===== config.mk =====
export PLATFORM = sky130hd
export DESIGN_NAME = hvioc_top
export DESIGN_NICKNAME = d
export VERILOG_FILES = /design/src/verilog/hvioc_pkg.sv /design/src/verilog/hvioc_short_filter.sv /design/src/verilog/hvioc_wake_timer.sv /design/src/verilog/hvioc_top.sv
export SDC_FILE = /design/constraint.sdc
export NUM_CORES = 1
export LEC_CHECK = 0
export BUFFER_PORTS_ARGS = -buffer_cell sky130_fd_sc_hd__buf_2
export CORE_MARGIN = 2
export CORE_UTILIZATION = 60
export CTS_CLUSTER_SIZE = 20
export DETAILED_ROUTE_END_ITERATION = 10
export PLACE_DENSITY = 0.8
export REMOVE_ABC_BUFFERS = 1
export SKIP_CTS_REPAIR_TIMING = 1
export SLEW_MARGIN = 30
export SYNTH_ARGS = -nofsm -noshare
export SYNTH_HDL_FRONTEND = slang
export SYNTH_SLANG_ARGS = --single-unit

===== constraint.sdc =====
create_clock -name clock -period 4.7 [get_ports clock]
set_clock_uncertainty 0.05 [all_clocks]
set_input_delay 0.235 -clock clock [delete_from_list [all_inputs] [get_ports clock]]
set_output_delay 0.235 -clock clock [all_outputs]
set_load 0.05 [all_outputs]

===== src/verilog/hvioc_pkg.sv =====
// constants, register map and field layout of the high-voltage io config control block
//
// Overview of operation
// - temp monitor enable routes hv temperature monitor to voltage adc; clear powers it down
// - bit 5 shorts voltage channel at attenuator for noise self-test; clear removes short
// - bit 4 turns on wake/serial-test receivers and stops serial-test drive (wake drive unaffected); any edge raises hv interrupt
// - with readback on, monitor bit 7 shows wake pin, bit 5 serial-test pin
// - short counts after 20 us (lin, serial-test) or 400 us (wake); bit 3 re-enables
// - after thermal shutdown, writing re-enable restores wake and serial-test drivers
// - writing re-enable clears pending short-circuit interrupt only once short ended; a persisting short sets it again
// - re-enable bit clears itself after a write of one
// - bit 2 set: lin short raises interrupt and status, driver stays on
// - bit 2 clear: lin short raises interrupt, status, disables driver until re-enable
// - bit 1 clear: wake pin deasserted 1.3 s after assertion; set: no timeout
// - bit 0 switches diagnostic pull-up from wake pin to supply
// - registers reached only through command and data interface, not memory mapped
// - config zero bit 4 drives wake pin high; timeout measured from there
package hvioc_pkg;
    // ------------------------------------------------------------
    // timing
    // ------------------------------------------------------------
    localparam int unsigned CLK_HZ = 20_000_000;
    localparam int unsigned SHORT_FAST_US = 20;
    localparam int unsigned SHORT_WAKE_US = 400;
    localparam int unsigned WAKE_TIMEOUT_MS = 1300;
    localparam int unsigned SHORT_FAST_CYC = SHORT_FAST_US * (CLK_HZ / 1_000_000);
    localparam int unsigned SHORT_WAKE_CYC = SHORT_WAKE_US * (CLK_HZ / 1_000_000);
    localparam int unsigned WAKE_TIMEOUT_CYC = WAKE_TIMEOUT_MS * (CLK_HZ / 1000);

    // ------------------------------------------------------------
    // indirect register select codes
    // ------------------------------------------------------------
    localparam logic [1:0] SEL_CFG0 = 2'h0;
    localparam logic [1:0] SEL_CFG1 = 2'h1;
    localparam logic [1:0] SEL_MON = 2'h2;
    localparam logic [1:0] SEL_STA = 2'h3;

    localparam logic [7:0] CFG0_RST = 8'h00;
    localparam logic [7:0] CFG1_RST = 8'h00;
    localparam logic [4:0] STA_RST = 5'h00;
    // writable bits of hv_config_one (bit 7 not implemented, bit 3 self-clearing)
    localparam logic [7:0] CFG1_STORE_MASK = 8'h77;

    // ------------------------------------------------------------
    // field positions
    // ------------------------------------------------------------
    localparam int CFG0_WAKE_ASSERT = 4;
    localparam int CFG1_TEMP_MON = 6;
    localparam int CFG1_VSHORT = 5;
    localparam int CFG1_READBACK = 4;
    localparam int CFG1_REENABLE = 3;
    localparam int CFG1_PASSIVE = 2;
    localparam int CFG1_TIMEOUT_DIS = 1;
    localparam int CFG1_PULLUP = 0;
    localparam int MON_WAKE_PIN = 7;
    localparam int MON_THERMAL = 6;
    localparam int MON_STI_PIN = 5;
    localparam int MON_LIN_SC = 2;
    localparam int MON_STI_SC = 1;
    localparam int MON_WAKE_SC = 0;
    localparam int STA_PIN_EDGE = 4;
    localparam int STA_THERMAL = 3;
    localparam int STA_LIN_SC = 2;
    localparam int STA_STI_SC = 1;
    localparam int STA_WAKE_SC = 0;

    // short channels: 0 lin, 1 serial-test, 2 wake
    localparam int NUM_SHORT = 3;
    localparam int CH_LIN = 0;
    localparam int CH_STI = 1;
    localparam int CH_WAKE = 2;
endpackage


===== src/verilog/hvioc_short_filter.sv =====
// overcurrent persistence filter: synchronises and times one short-circuit sense line
`timescale 1ns/10ps
`default_nettype none
module hvioc_short_filter #(
    parameter int unsigned LIMIT = 400
) (
    input wire logic clock,        // 20 MHz clock
    input wire logic rst_b,        // synchronous reset, active low
    input wire logic overcurrent,  // async sense from analog driver
    output logic short_det         // overcurrent persisted beyond LIMIT cycles
);
    localparam int CW = $clog2(LIMIT + 1);
    localparam logic [CW-1:0] LIM = CW'(LIMIT);

    typedef struct packed {
        logic [1:0] sync;
        logic [CW-1:0] cnt;
        logic det;
    } hvioc_flt_s;

    hvioc_flt_s st_q;
    hvioc_flt_s st_d;

    always_comb begin
        st_d = st_q;
        st_d.sync = {st_q.sync[0], overcurrent};
        st_d.det = 1'b0;
        if (!st_q.sync[1]) begin
            st_d.cnt = '0;
        end else if (st_q.cnt == LIM) begin
            st_d.det = 1'b1;
        end else begin
            st_d.cnt = st_q.cnt + CW'(1);
        end
    end

    always_ff @(posedge clock) begin
        if (!rst_b) begin
            st_q <= '0;
        end else begin
            st_q <= st_d;
        end
    end

    assign short_det = st_q.det;
endmodule
`default_nettype wire


===== src/verilog/hvioc_wake_timer.sv =====
// wake pin monoflop: ends a wake assertion after a fixed time
`timescale 1ns/10ps
`default_nettype none
module hvioc_wake_timer #(
    parameter int unsigned LIMIT = 26_000_000
) (
    input wire logic clock,      // 20 MHz clock
    input wire logic rst_b,      // synchronous reset, active low
    input wire logic start,      // one-cycle pulse on a new assertion
    input wire logic hold,       // wake assert level from software
    input wire logic disable_t,  // timeout counter switched off
    output logic expired         // timeout reached, level
);
    localparam int CW = $clog2(LIMIT + 1);
    localparam logic [CW-1:0] LAST = CW'(LIMIT - 1);

    typedef struct packed {
        logic [CW-1:0] cnt;
        logic exp;
    } hvioc_tmr_s;

    hvioc_tmr_s st_q;
    hvioc_tmr_s st_d;

    always_comb begin
        st_d = st_q;
        if (!hold || disable_t || start) begin
            st_d.cnt = '0;
            st_d.exp = 1'b0;
        end else if (!st_q.exp) begin
            if (st_q.cnt == LAST) begin
                st_d.exp = 1'b1;
            end else begin
                st_d.cnt = st_q.cnt + CW'(1);
            end
        end
    end

    always_ff @(posedge clock) begin
        if (!rst_b) begin
            st_q <= '0;
        end else begin
            st_q <= st_d;
        end
    end

    assign expired = st_q.exp;
endmodule
`default_nettype wire


===== src/verilog/hvioc_top.sv =====
// high-voltage io configuration control: indirect registers, drivers, protection
`timescale 1ns/10ps
`default_nettype none
module hvioc_top #(
    parameter int unsigned SHORT_FAST_CYCLES = hvioc_pkg::SHORT_FAST_CYC,
    parameter int unsigned SHORT_WAKE_CYCLES = hvioc_pkg::SHORT_WAKE_CYC,
    parameter int unsigned WAKE_TIMEOUT_CYCLES = hvioc_pkg::WAKE_TIMEOUT_CYC
) (
    input wire logic clock,              // 20 MHz clock
    input wire logic rst_b,              // synchronous reset, active low
    input wire logic cmd_strobe,         // command request pulse
    input wire logic cmd_write,          // 1 write, 0 read
    input wire logic [1:0] cmd_sel,      // indirect register select
    input wire logic [7:0] cmd_wdata,    // write data
    output logic [7:0] cmd_rdata,        // read data, registered
    output logic cmd_rvalid,             // read data valid pulse
    input wire logic irq_enable_mask,    // hv interrupt enable from controller
    output logic hv_irq_line,            // hv interrupt request level
    output logic temp_monitor_enable,    // power and route hv temp monitor
    output logic vchan_short_enable,     // internal voltage channel short
    output logic pin_input_enable,       // wake/serial-test input receivers on
    output logic wake_pullup_enable,     // wake diagnostic pull-up
    input wire logic lin_overcurrent,    // async lin driver overcurrent sense
    input wire logic sti_overcurrent,    // async serial-test overcurrent sense
    input wire logic wake_overcurrent,   // async wake overcurrent sense
    input wire logic thermal_shutdown,   // async thermal event level
    output logic lin_driver_enable,      // lin driver allowed
    input wire logic sti_tx_data,        // serial-test output data
    input wire logic wake_pin_in,        // wake pin level
    output logic wake_pin_out,           // wake pin drive value
    output logic wake_pin_oe_b,          // wake pin enable, low drives
    input wire logic sti_pin_in,         // serial-test pin level
    output logic sti_pin_out,            // serial-test pin drive value
    output logic sti_pin_oe_b            // serial-test enable, low drives
);
    import hvioc_pkg::*;

    // ------------------------------------------------------------
    // state
    // ------------------------------------------------------------
    typedef struct packed {
        logic [7:0] cfg0;
        logic [7:0] cfg1;
        logic [4:0] sta;
        logic lin_en;
        logic sti_en;
        logic wake_en;
        logic [1:0] wake_sync;
        logic [1:0] sti_sync;
        logic [1:0] therm_sync;
        logic wake_prev;
        logic sti_prev;
        logic therm_prev;
        logic [7:0] rdata;
        logic rvalid;
    } hvioc_state_s;

    hvioc_state_s st_q;
    hvioc_state_s st_d;

    logic [NUM_SHORT-1:0] oc_in;
    logic [NUM_SHORT-1:0] short_det;
    logic wake_expired;
    logic wr_cfg0;
    logic wr_cfg1;
    logic reenable;
    logic wake_start;
    logic therm;
    logic edge_evt;
    logic therm_rise;
    logic [7:0] mon;
    logic [4:0] sta_set;
    logic [4:0] sta_clr;

    // ------------------------------------------------------------
    // short-circuit persistence filters
    // ------------------------------------------------------------
    assign oc_in = {wake_overcurrent, sti_overcurrent, lin_overcurrent};

    genvar gi;
    generate
        for (gi = 0; gi < NUM_SHORT; gi++) begin : g_short
            hvioc_short_filter #(
                .LIMIT(gi == CH_WAKE ? SHORT_WAKE_CYCLES : SHORT_FAST_CYCLES)
            ) u_filter (
                .clock(clock),
                .rst_b(rst_b),
                .overcurrent(oc_in[gi]),
                .short_det(short_det[gi])
            );
        end
    endgenerate

    // ------------------------------------------------------------
    // wake timeout
    // ------------------------------------------------------------
    hvioc_wake_timer #(
        .LIMIT(WAKE_TIMEOUT_CYCLES)
    ) u_wake_timer (
        .clock(clock),
        .rst_b(rst_b),
        .start(wake_start),
        .hold(st_q.cfg0[CFG0_WAKE_ASSERT]),
        .disable_t(st_q.cfg1[CFG1_TIMEOUT_DIS]),
        .expired(wake_expired)
    );

    // ------------------------------------------------------------
    // command decode and events
    // ------------------------------------------------------------
    always_comb begin
        wr_cfg0 = cmd_strobe && cmd_write && (cmd_sel == SEL_CFG0);
        wr_cfg1 = cmd_strobe && cmd_write && (cmd_sel == SEL_CFG1);
        reenable = wr_cfg1 && cmd_wdata[CFG1_REENABLE];
        wake_start = wr_cfg0 && cmd_wdata[CFG0_WAKE_ASSERT]
            && !st_q.cfg0[CFG0_WAKE_ASSERT];
        therm = st_q.therm_sync[1];
        therm_rise = therm && !st_q.therm_prev;
        edge_evt = st_q.cfg1[CFG1_READBACK]
            && ((st_q.wake_sync[1] != st_q.wake_prev)
            || (st_q.sti_sync[1] != st_q.sti_prev));
        sta_set = '0;
        sta_set[STA_PIN_EDGE] = edge_evt;
        sta_set[STA_THERMAL] = therm_rise;
        sta_set[STA_LIN_SC] = short_det[CH_LIN];
        sta_set[STA_STI_SC] = short_det[CH_STI];
        sta_set[STA_WAKE_SC] = short_det[CH_WAKE];
        sta_clr = '0;
        if (cmd_strobe && !cmd_write && (cmd_sel == SEL_STA)) begin
            sta_clr[STA_PIN_EDGE] = 1'b1;
            sta_clr[STA_THERMAL] = 1'b1;
        end
        if (reenable) begin
            sta_clr[STA_LIN_SC] = 1'b1;
            sta_clr[STA_STI_SC] = 1'b1;
            sta_clr[STA_WAKE_SC] = 1'b1;
        end
    end

    // ------------------------------------------------------------
    // live monitor view
    // ------------------------------------------------------------
    always_comb begin
        mon = 8'h00;
        if (st_q.cfg1[CFG1_READBACK]) begin
            mon[MON_WAKE_PIN] = st_q.wake_sync[1];
            mon[MON_STI_PIN] = st_q.sti_sync[1];
        end
        mon[MON_THERMAL] = therm;
        mon[MON_LIN_SC] = st_q.sta[STA_LIN_SC];
        mon[MON_STI_SC] = st_q.sta[STA_STI_SC];
        mon[MON_WAKE_SC] = st_q.sta[STA_WAKE_SC];
    end

    // ------------------------------------------------------------
    // next state
    // ------------------------------------------------------------
    always_comb begin
        st_d = st_q;
        st_d.wake_sync = {st_q.wake_sync[0], wake_pin_in};
        st_d.sti_sync = {st_q.sti_sync[0], sti_pin_in};
        st_d.therm_sync = {st_q.therm_sync[0], thermal_shutdown};
        st_d.wake_prev = st_q.wake_sync[1];
        st_d.sti_prev = st_q.sti_sync[1];
        st_d.therm_prev = therm;
        st_d.rvalid = 1'b0;

        if (wr_cfg0) begin
            st_d.cfg0 = cmd_wdata;
        end
        if (wr_cfg1) begin
            st_d.cfg1 = cmd_wdata & CFG1_STORE_MASK;
        end

        // set wins over clear
        st_d.sta = (st_q.sta & ~sta_clr) | sta_set;

        // driver re-enable first, shutdown events override
        if (reenable) begin
            st_d.lin_en = 1'b1;
            st_d.sti_en = 1'b1;
            st_d.wake_en = 1'b1;
        end
        if (short_det[CH_LIN] && !st_q.cfg1[CFG1_PASSIVE]) begin
            st_d.lin_en = 1'b0;
        end
        if (short_det[CH_STI]) begin
            st_d.sti_en = 1'b0;
        end
        if (short_det[CH_WAKE]) begin
            st_d.wake_en = 1'b0;
        end
        if (therm_rise) begin
            st_d.lin_en = 1'b0;
            st_d.sti_en = 1'b0;
            st_d.wake_en = 1'b0;
        end

        if (cmd_strobe && !cmd_write) begin
            st_d.rvalid = 1'b1;
            case (cmd_sel)
                SEL_CFG0: st_d.rdata = st_q.cfg0;
                SEL_CFG1: st_d.rdata = st_q.cfg1;
                SEL_MON: st_d.rdata = mon;
                SEL_STA: st_d.rdata = {3'h0, st_q.sta};
                default: st_d.rdata = 8'h00;
            endcase
        end
    end

    always_ff @(posedge clock) begin
        if (!rst_b) begin
            st_q.cfg0 <= CFG0_RST;
            st_q.cfg1 <= CFG1_RST;
            st_q.sta <= STA_RST;
            st_q.lin_en <= 1'b1;
            st_q.sti_en <= 1'b1;
            st_q.wake_en <= 1'b1;
            st_q.wake_sync <= 2'h0;
            st_q.sti_sync <= 2'h0;
            st_q.therm_sync <= 2'h0;
            st_q.wake_prev <= 1'b0;
            st_q.sti_prev <= 1'b0;
            st_q.therm_prev <= 1'b0;
            st_q.rdata <= 8'h00;
            st_q.rvalid <= 1'b0;
        end else begin
            st_q <= st_d;
        end
    end

    // ------------------------------------------------------------
    // outputs
    // ------------------------------------------------------------
    assign cmd_rdata = st_q.rdata;
    assign cmd_rvalid = st_q.rvalid;
    assign hv_irq_line = irq_enable_mask && (st_q.sta != STA_RST);
    assign temp_monitor_enable = st_q.cfg1[CFG1_TEMP_MON];
    assign vchan_short_enable = st_q.cfg1[CFG1_VSHORT];
    assign pin_input_enable = st_q.cfg1[CFG1_READBACK];
    assign wake_pullup_enable = st_q.cfg1[CFG1_PULLUP];
    assign lin_driver_enable = st_q.lin_en;
    assign wake_pin_out = 1'b1;
    assign wake_pin_oe_b = !(st_q.wake_en && st_q.cfg0[CFG0_WAKE_ASSERT]
        && !wake_expired);
    assign sti_pin_out = sti_tx_data;
    assign sti_pin_oe_b = !(st_q.sti_en && !st_q.cfg1[CFG1_READBACK]);
endmodule
`default_nettype wire


; After elaboration in Yosys (flattened, before gate mapping)
; Index checks and enable logic that the tools add are counted.
[op_classes]
bitwise = 6
n_addsub = 4
n_reduce_logical = 36
eq_ne = 9
n_mux = 16
[op_table]
columns = operator, n
row1 = $pmux W8 S4, 1
row2 = $add A25 B1 Y25 const B, 1
row3 = $eq A25 B25 Y1 const B, 1
row4 = $add A9 B1 Y9 const B, 2
row5 = $eq A9 B9 Y1 const B, 2
row6 = $logic_and A1 B1 Y1, 15
row7 = $add A13 B1 Y13 const B, 1
row8 = $eq A13 B13 Y1 const B, 1
row9 = $mux W1, 11
row10 = $mux W3, 3
row11 = $reduce_bool A3 Y1, 3
row12 = $logic_not A1 Y1, 8
row13 = $reduce_and A2 Y1, 4
row14 = $and A5 B5 Y5, 1
row15 = $not A5 Y5, 1
row16 = $or A5 B5 Y5, 1
row17 = $reduce_bool A5 Y1, 1
row18 = $eq A2 B2 Y1 const B, 2
row19 = $logic_or A1 B1 Y1, 3
row20 = $not A1 Y1, 3
row21 = $eq A2 B1 Y1 const B, 1
row22 = $logic_not A2 Y1, 1
row23 = $mux W2, 1
row24 = $ne A1 B1 Y1, 2
row25 = $reduce_or A2 Y1, 1
[word_totals]
register_bits = 106
word_cells = 96
out_inout_bits = 19
in_bits = 22

; Logic depth before layout (Yosys ltp)
[logic_depth]
word_depth = 7
depth_mapped = 8
mapped_depth_nobuf = 7

; By module
; A second synthesis with hierarchy kept.
[hier_totals]
hier_cells = 517
area_unflattened_um2 = 4810.9
[by_module_without_submodules]
columns = module, n_inst, cells_per_inst, area_per_inst_um2
row1 = hvioc_top, 1, 178, 1725.4
row2 = hvioc_wake_timer, 1, 147, 1322.5
row3 = hvioc_short_filter at g_short[0].u_filter ..., 2, 56, 524.3
row4 = hvioc_short_filter at g_short[2].u_filter, 1, 80, 714.4

; Worst setup path before layout
; No wires, ideal clock.
[synth_timing]
kind = register -> register
startpoint = register u_wake_timer.st_q[1] (netlist bit)
endpoint = register u_wake_timer.st_q[1] (netlist bit)
required_time_ns = 4.517
path_slack_ns = 2.998
stages_incl_launch_ff = 9
setup_ns = 0.133
arrival_ns = 1.520
synth_period_minus_slack_ns = 1.702
path_buffers = 2
path_cell_list = dfxtp_1 > ha_1 > nand2_1 > nor4_4 > a21o_4 > buf_8 > buf_12 > xor2_2 > nor2_1
[synth_between]
elab_chain_len = 3
elab_cells_between_ends = 4
[synth_lines]
columns = element, line_no
row1 = "start, declared", hvioc_wake_timer.sv:22  ; hvioc_tmr_s st_q;
row2 = "start signal, assigned", hvioc_wake_timer.sv:43  ; st_q <= st_d;
row3 = branches (longest 3 deep; another with $add A25 B1 Y25), n/a
; Several ways; the timed one is not identified.
; A chain may end at the register's enable or synchronous reset.

; Final worst setup path
[layout_timing]
startpoint = register u_wake_timer.st_q[16] (netlist bit)
endpoint = register u_wake_timer.st_q[5] (netlist bit)
[layout_between]
elab_chain_len = 3
[layout_lines]
columns = element, line_no
row1 = $eq A25 B25 Y1, hvioc_wake_timer.sv:31  ; if (st_q.cnt == LAST) begin
row2 = $not A1 Y1 (no line), n/a
row3 = $reduce_and A2 Y1 (no line), n/a
; No other way between the ends.

==> flow_summary.toml <==
[placed_design]
placed_cells = 628
portBuffers = 37
gp_routability_congestion = 0.795
dpl.hpwl_mm = 5.88

[critical_path]
cp_data_required_time_ns = 4.88
start_kind = "register"
worstPathMaxFanout = 8
worstSetupPathType = "register to register"
end_kind = "register"
cp.arrival_ns = 2.14

[cells_and_area]
instances_no_fill = 644
drive_gt1_share_pct = 12.9
areaGrowthSynthToFinish_pct = 7.42
diodes = 0
fin_nets = 566
nFillCells = 643

[power]
leakage_uw = 0.00186
peakVddDrop_mv = 0.293
p_per_area_nw_per_um2 = 313
power.total_uw = 1560

[yosys]
synth_ff_type = "dfxtp_1"
ys_top_cells_by_area = "dfxtp_1 (46%), xor2_1 (4.7%), nor2_1 (4.7%)"
synth_area_um2 = 4640
synth_compound_area_share_pct = 9.85
synth-xor-area-share_pct = 6.77
synthSimpleGateAreaFrac_pct = 28.2
ys_types = 53
synth_top_family_by_area = "simple AND/OR/NAND/NOR gates"
synth_edf_count = 0
synth_fa_ha_area_share_pct = 1.89
synthCells = 516
synth_top_area_share_pct = 45.8
synth_mux_area_share_pct = 3.10
ys_ff_latch = 106
synth-async-reset-ratio_pct = 0
ys_warn_count = 0
yosysSeqAreaShare_pct = 45.8
synth_common_cells = "dfxtp_1 (106), nor2_1 (58), nand2_1 (52)"
yosysMostFrequentCell = "dfxtp_1"
avgSynthCellArea_um2 = 8.98
yosys.area.top_type = "dfxtp_1"

[timing]
worstMarginPinSlew_ns = 0.826
fin_crit_sh_pct = 41.7
rsz0062_at_grt = "false"
setup_viol = 0
slew_viol_final = 0
fin_crit_ns = 1.96
timing.fmax_mhz = 510
relSlewSlack_pct = 44.8
setup_tns_ns = 0
hold_viol = 0

[global_routing]
grtUsageTotal_pct = 21.4
grt_max_degree = 51
grt_pass1_vias = 3385
antenna_found_initial = 0
gr-total-overflow = 0
grt_pass1_wl_mm = 14.9

[cts]
clkLatencyLatePin_ns = 0.36
cts_root_buf = "clkbuf_8"
clkTransAtPathRegs_ns = 0.10
clkSinkCount = 106
numCtsBuffers = 9
cts_tree = "built"
h-tree-depth = 3
cts_buffer_depth = 2

[drt]
vias_per_cell = 5.60
vias = 3607
drt-wirelength-per-cell_um = 13.2
drc_errors = 0
ant_nets = 0
dr.pass1.iters = 4
wl_mm = 8.53
initialDrtViolationCount = 108

[floorplanning]
die_area_um2 = 8450
start_util_pct = 60.9
dieHeight_um = 91.9
io-pin-count = 41
rows = 32
die_w_um = 91.9
core_area_um2 = 7610

[outcome]
status = "completed"

[job]
drv_cap = 0

[min_path]
hp-class = "input pin to register"
==> metrics by stage <==
step                      util (%)  worst slack [ns]  hold slack, ns  area [µm²]
after floorplan                  -              3.02           0.247        4460
after global placement        62.8              2.57           0.365        4780
after detailed placement      62.8              2.52           0.370        4780
after CTS                     65.5              2.78          0.0122        4980
after global routing          65.5              2.63          0.0129        4980
final                         65.5              2.74          0.0226        4980
==> worst paths after layout <==
kind | depth (start not counted) | slack [ns] | to | from
min | 2 | 0.02 | st_d[15] | sti_pin_in
min reg2reg | 1 | 0.39 | g_short[2].u_filter.st_q[15] | g_short[2].u_filter.st_d[15]
max reg2reg | 5 | 2.74 | u_wake_timer.st_q[5] | u_wake_timer.st_q[16]
max | 5 | 2.74 | u_wake_timer.st_q[5] | u_wake_timer.st_q[16]
==> worst max-delay path: stages, from the launching register on <==
cell	delay, ns
dfxtp_1	0.47
nand4bb_1	0.12
or4_1	0.41
nor4_1	0.50
or4_1	0.22
a21oi_1	0.07
==> cell usage in the layout, fill, tap and decap left out, drive strengths merged, types with 5 or more instances in the layout <==
master | synthesis | routed
a21boi | 12 | 12
a21oi | 23 | 23
and2 | 18 | 18
and3 | 13 | 13
buf | 16 | 37
clkbuf | 11 | 11
dfxtp | 106 | 106
ha | 7 | 7
inv | 8 | 9
mux2i | 11 | 11
nand2 | 52 | 52
nand3 | 35 | 35
nand4 | 13 | 13
nor2 | 59 | 59
nor2b | 16 | 16
o21ai | 19 | 19
or3 | 12 | 12
or4 | 5 | 5
xnor2 | 9 | 9
xor2 | 26 | 26
==> power breakdown <==
| group | internal (µW) | switching, µW |
|---|---|---|
| registers | 911 | 7.05 |
| logic | 25.7 | 49.7 |
| clock network | 265 | 301 |
==> cell type report <==
cell class,count,area [µm²],share of cell area [%]
Clock buffer,11,141,2.84
Clock inverter,5,62.6,1.26
Inverter,8,30.0,0.603
Multi-Input combinational cell,375,2310,46.4
Sequential cell,106,2120,42.6
Tap cell,102,128,2.56
Timing Repair Buffer,37,185,3.72
==> per-layer routing <==
layer / part of all wire (%) / track usage, % / wire length (µm) / vias to the layer above
met3: 4.8 / 5.83 / 412 / 11
met1: 46 / 27.0 / 3900 / 1712
met2: 48 / 35.8 / 4130 / 84
li1: - / - / - / 1800
met5: 0 / 0 / 0 / -
met4: 1.1 / 6.09 / 95 / 0
==> cells by family (layout without fill, tap and decap cells) <==
| logic type | Yosys count | after routing |
|---|---|---|
| compound gates | 69 | 69 |
| mux | 14 | 14 |
| flops | 106 | 106 |
| other cells | 1 | 1 |
| buf+inv | 35 | 61 |
| simple gates | 249 | 249 |
| xor+xnor | 35 | 35 |
| fa+ha+maj | 7 | 7 |
==> sequential cells by signal, summed over array words and instances (netlist names) <==
name	flops
g_short.u_filter.st_q	34
u_wake_timer.st_q	25
st_q	17
cmd_rdata	8
st_d	5
mon	4
g_short.u_filter.short_det	3
g_short.u_filter.st_d	3
cmd_rvalid	1
lin_driver_enable	1
pin_input_enable	1
temp_monitor_enable	1
u_wake_timer.expired	1
vchan_short_enable	1
wake_pullup_enable	1
Power figures use the tool's default switching activity.
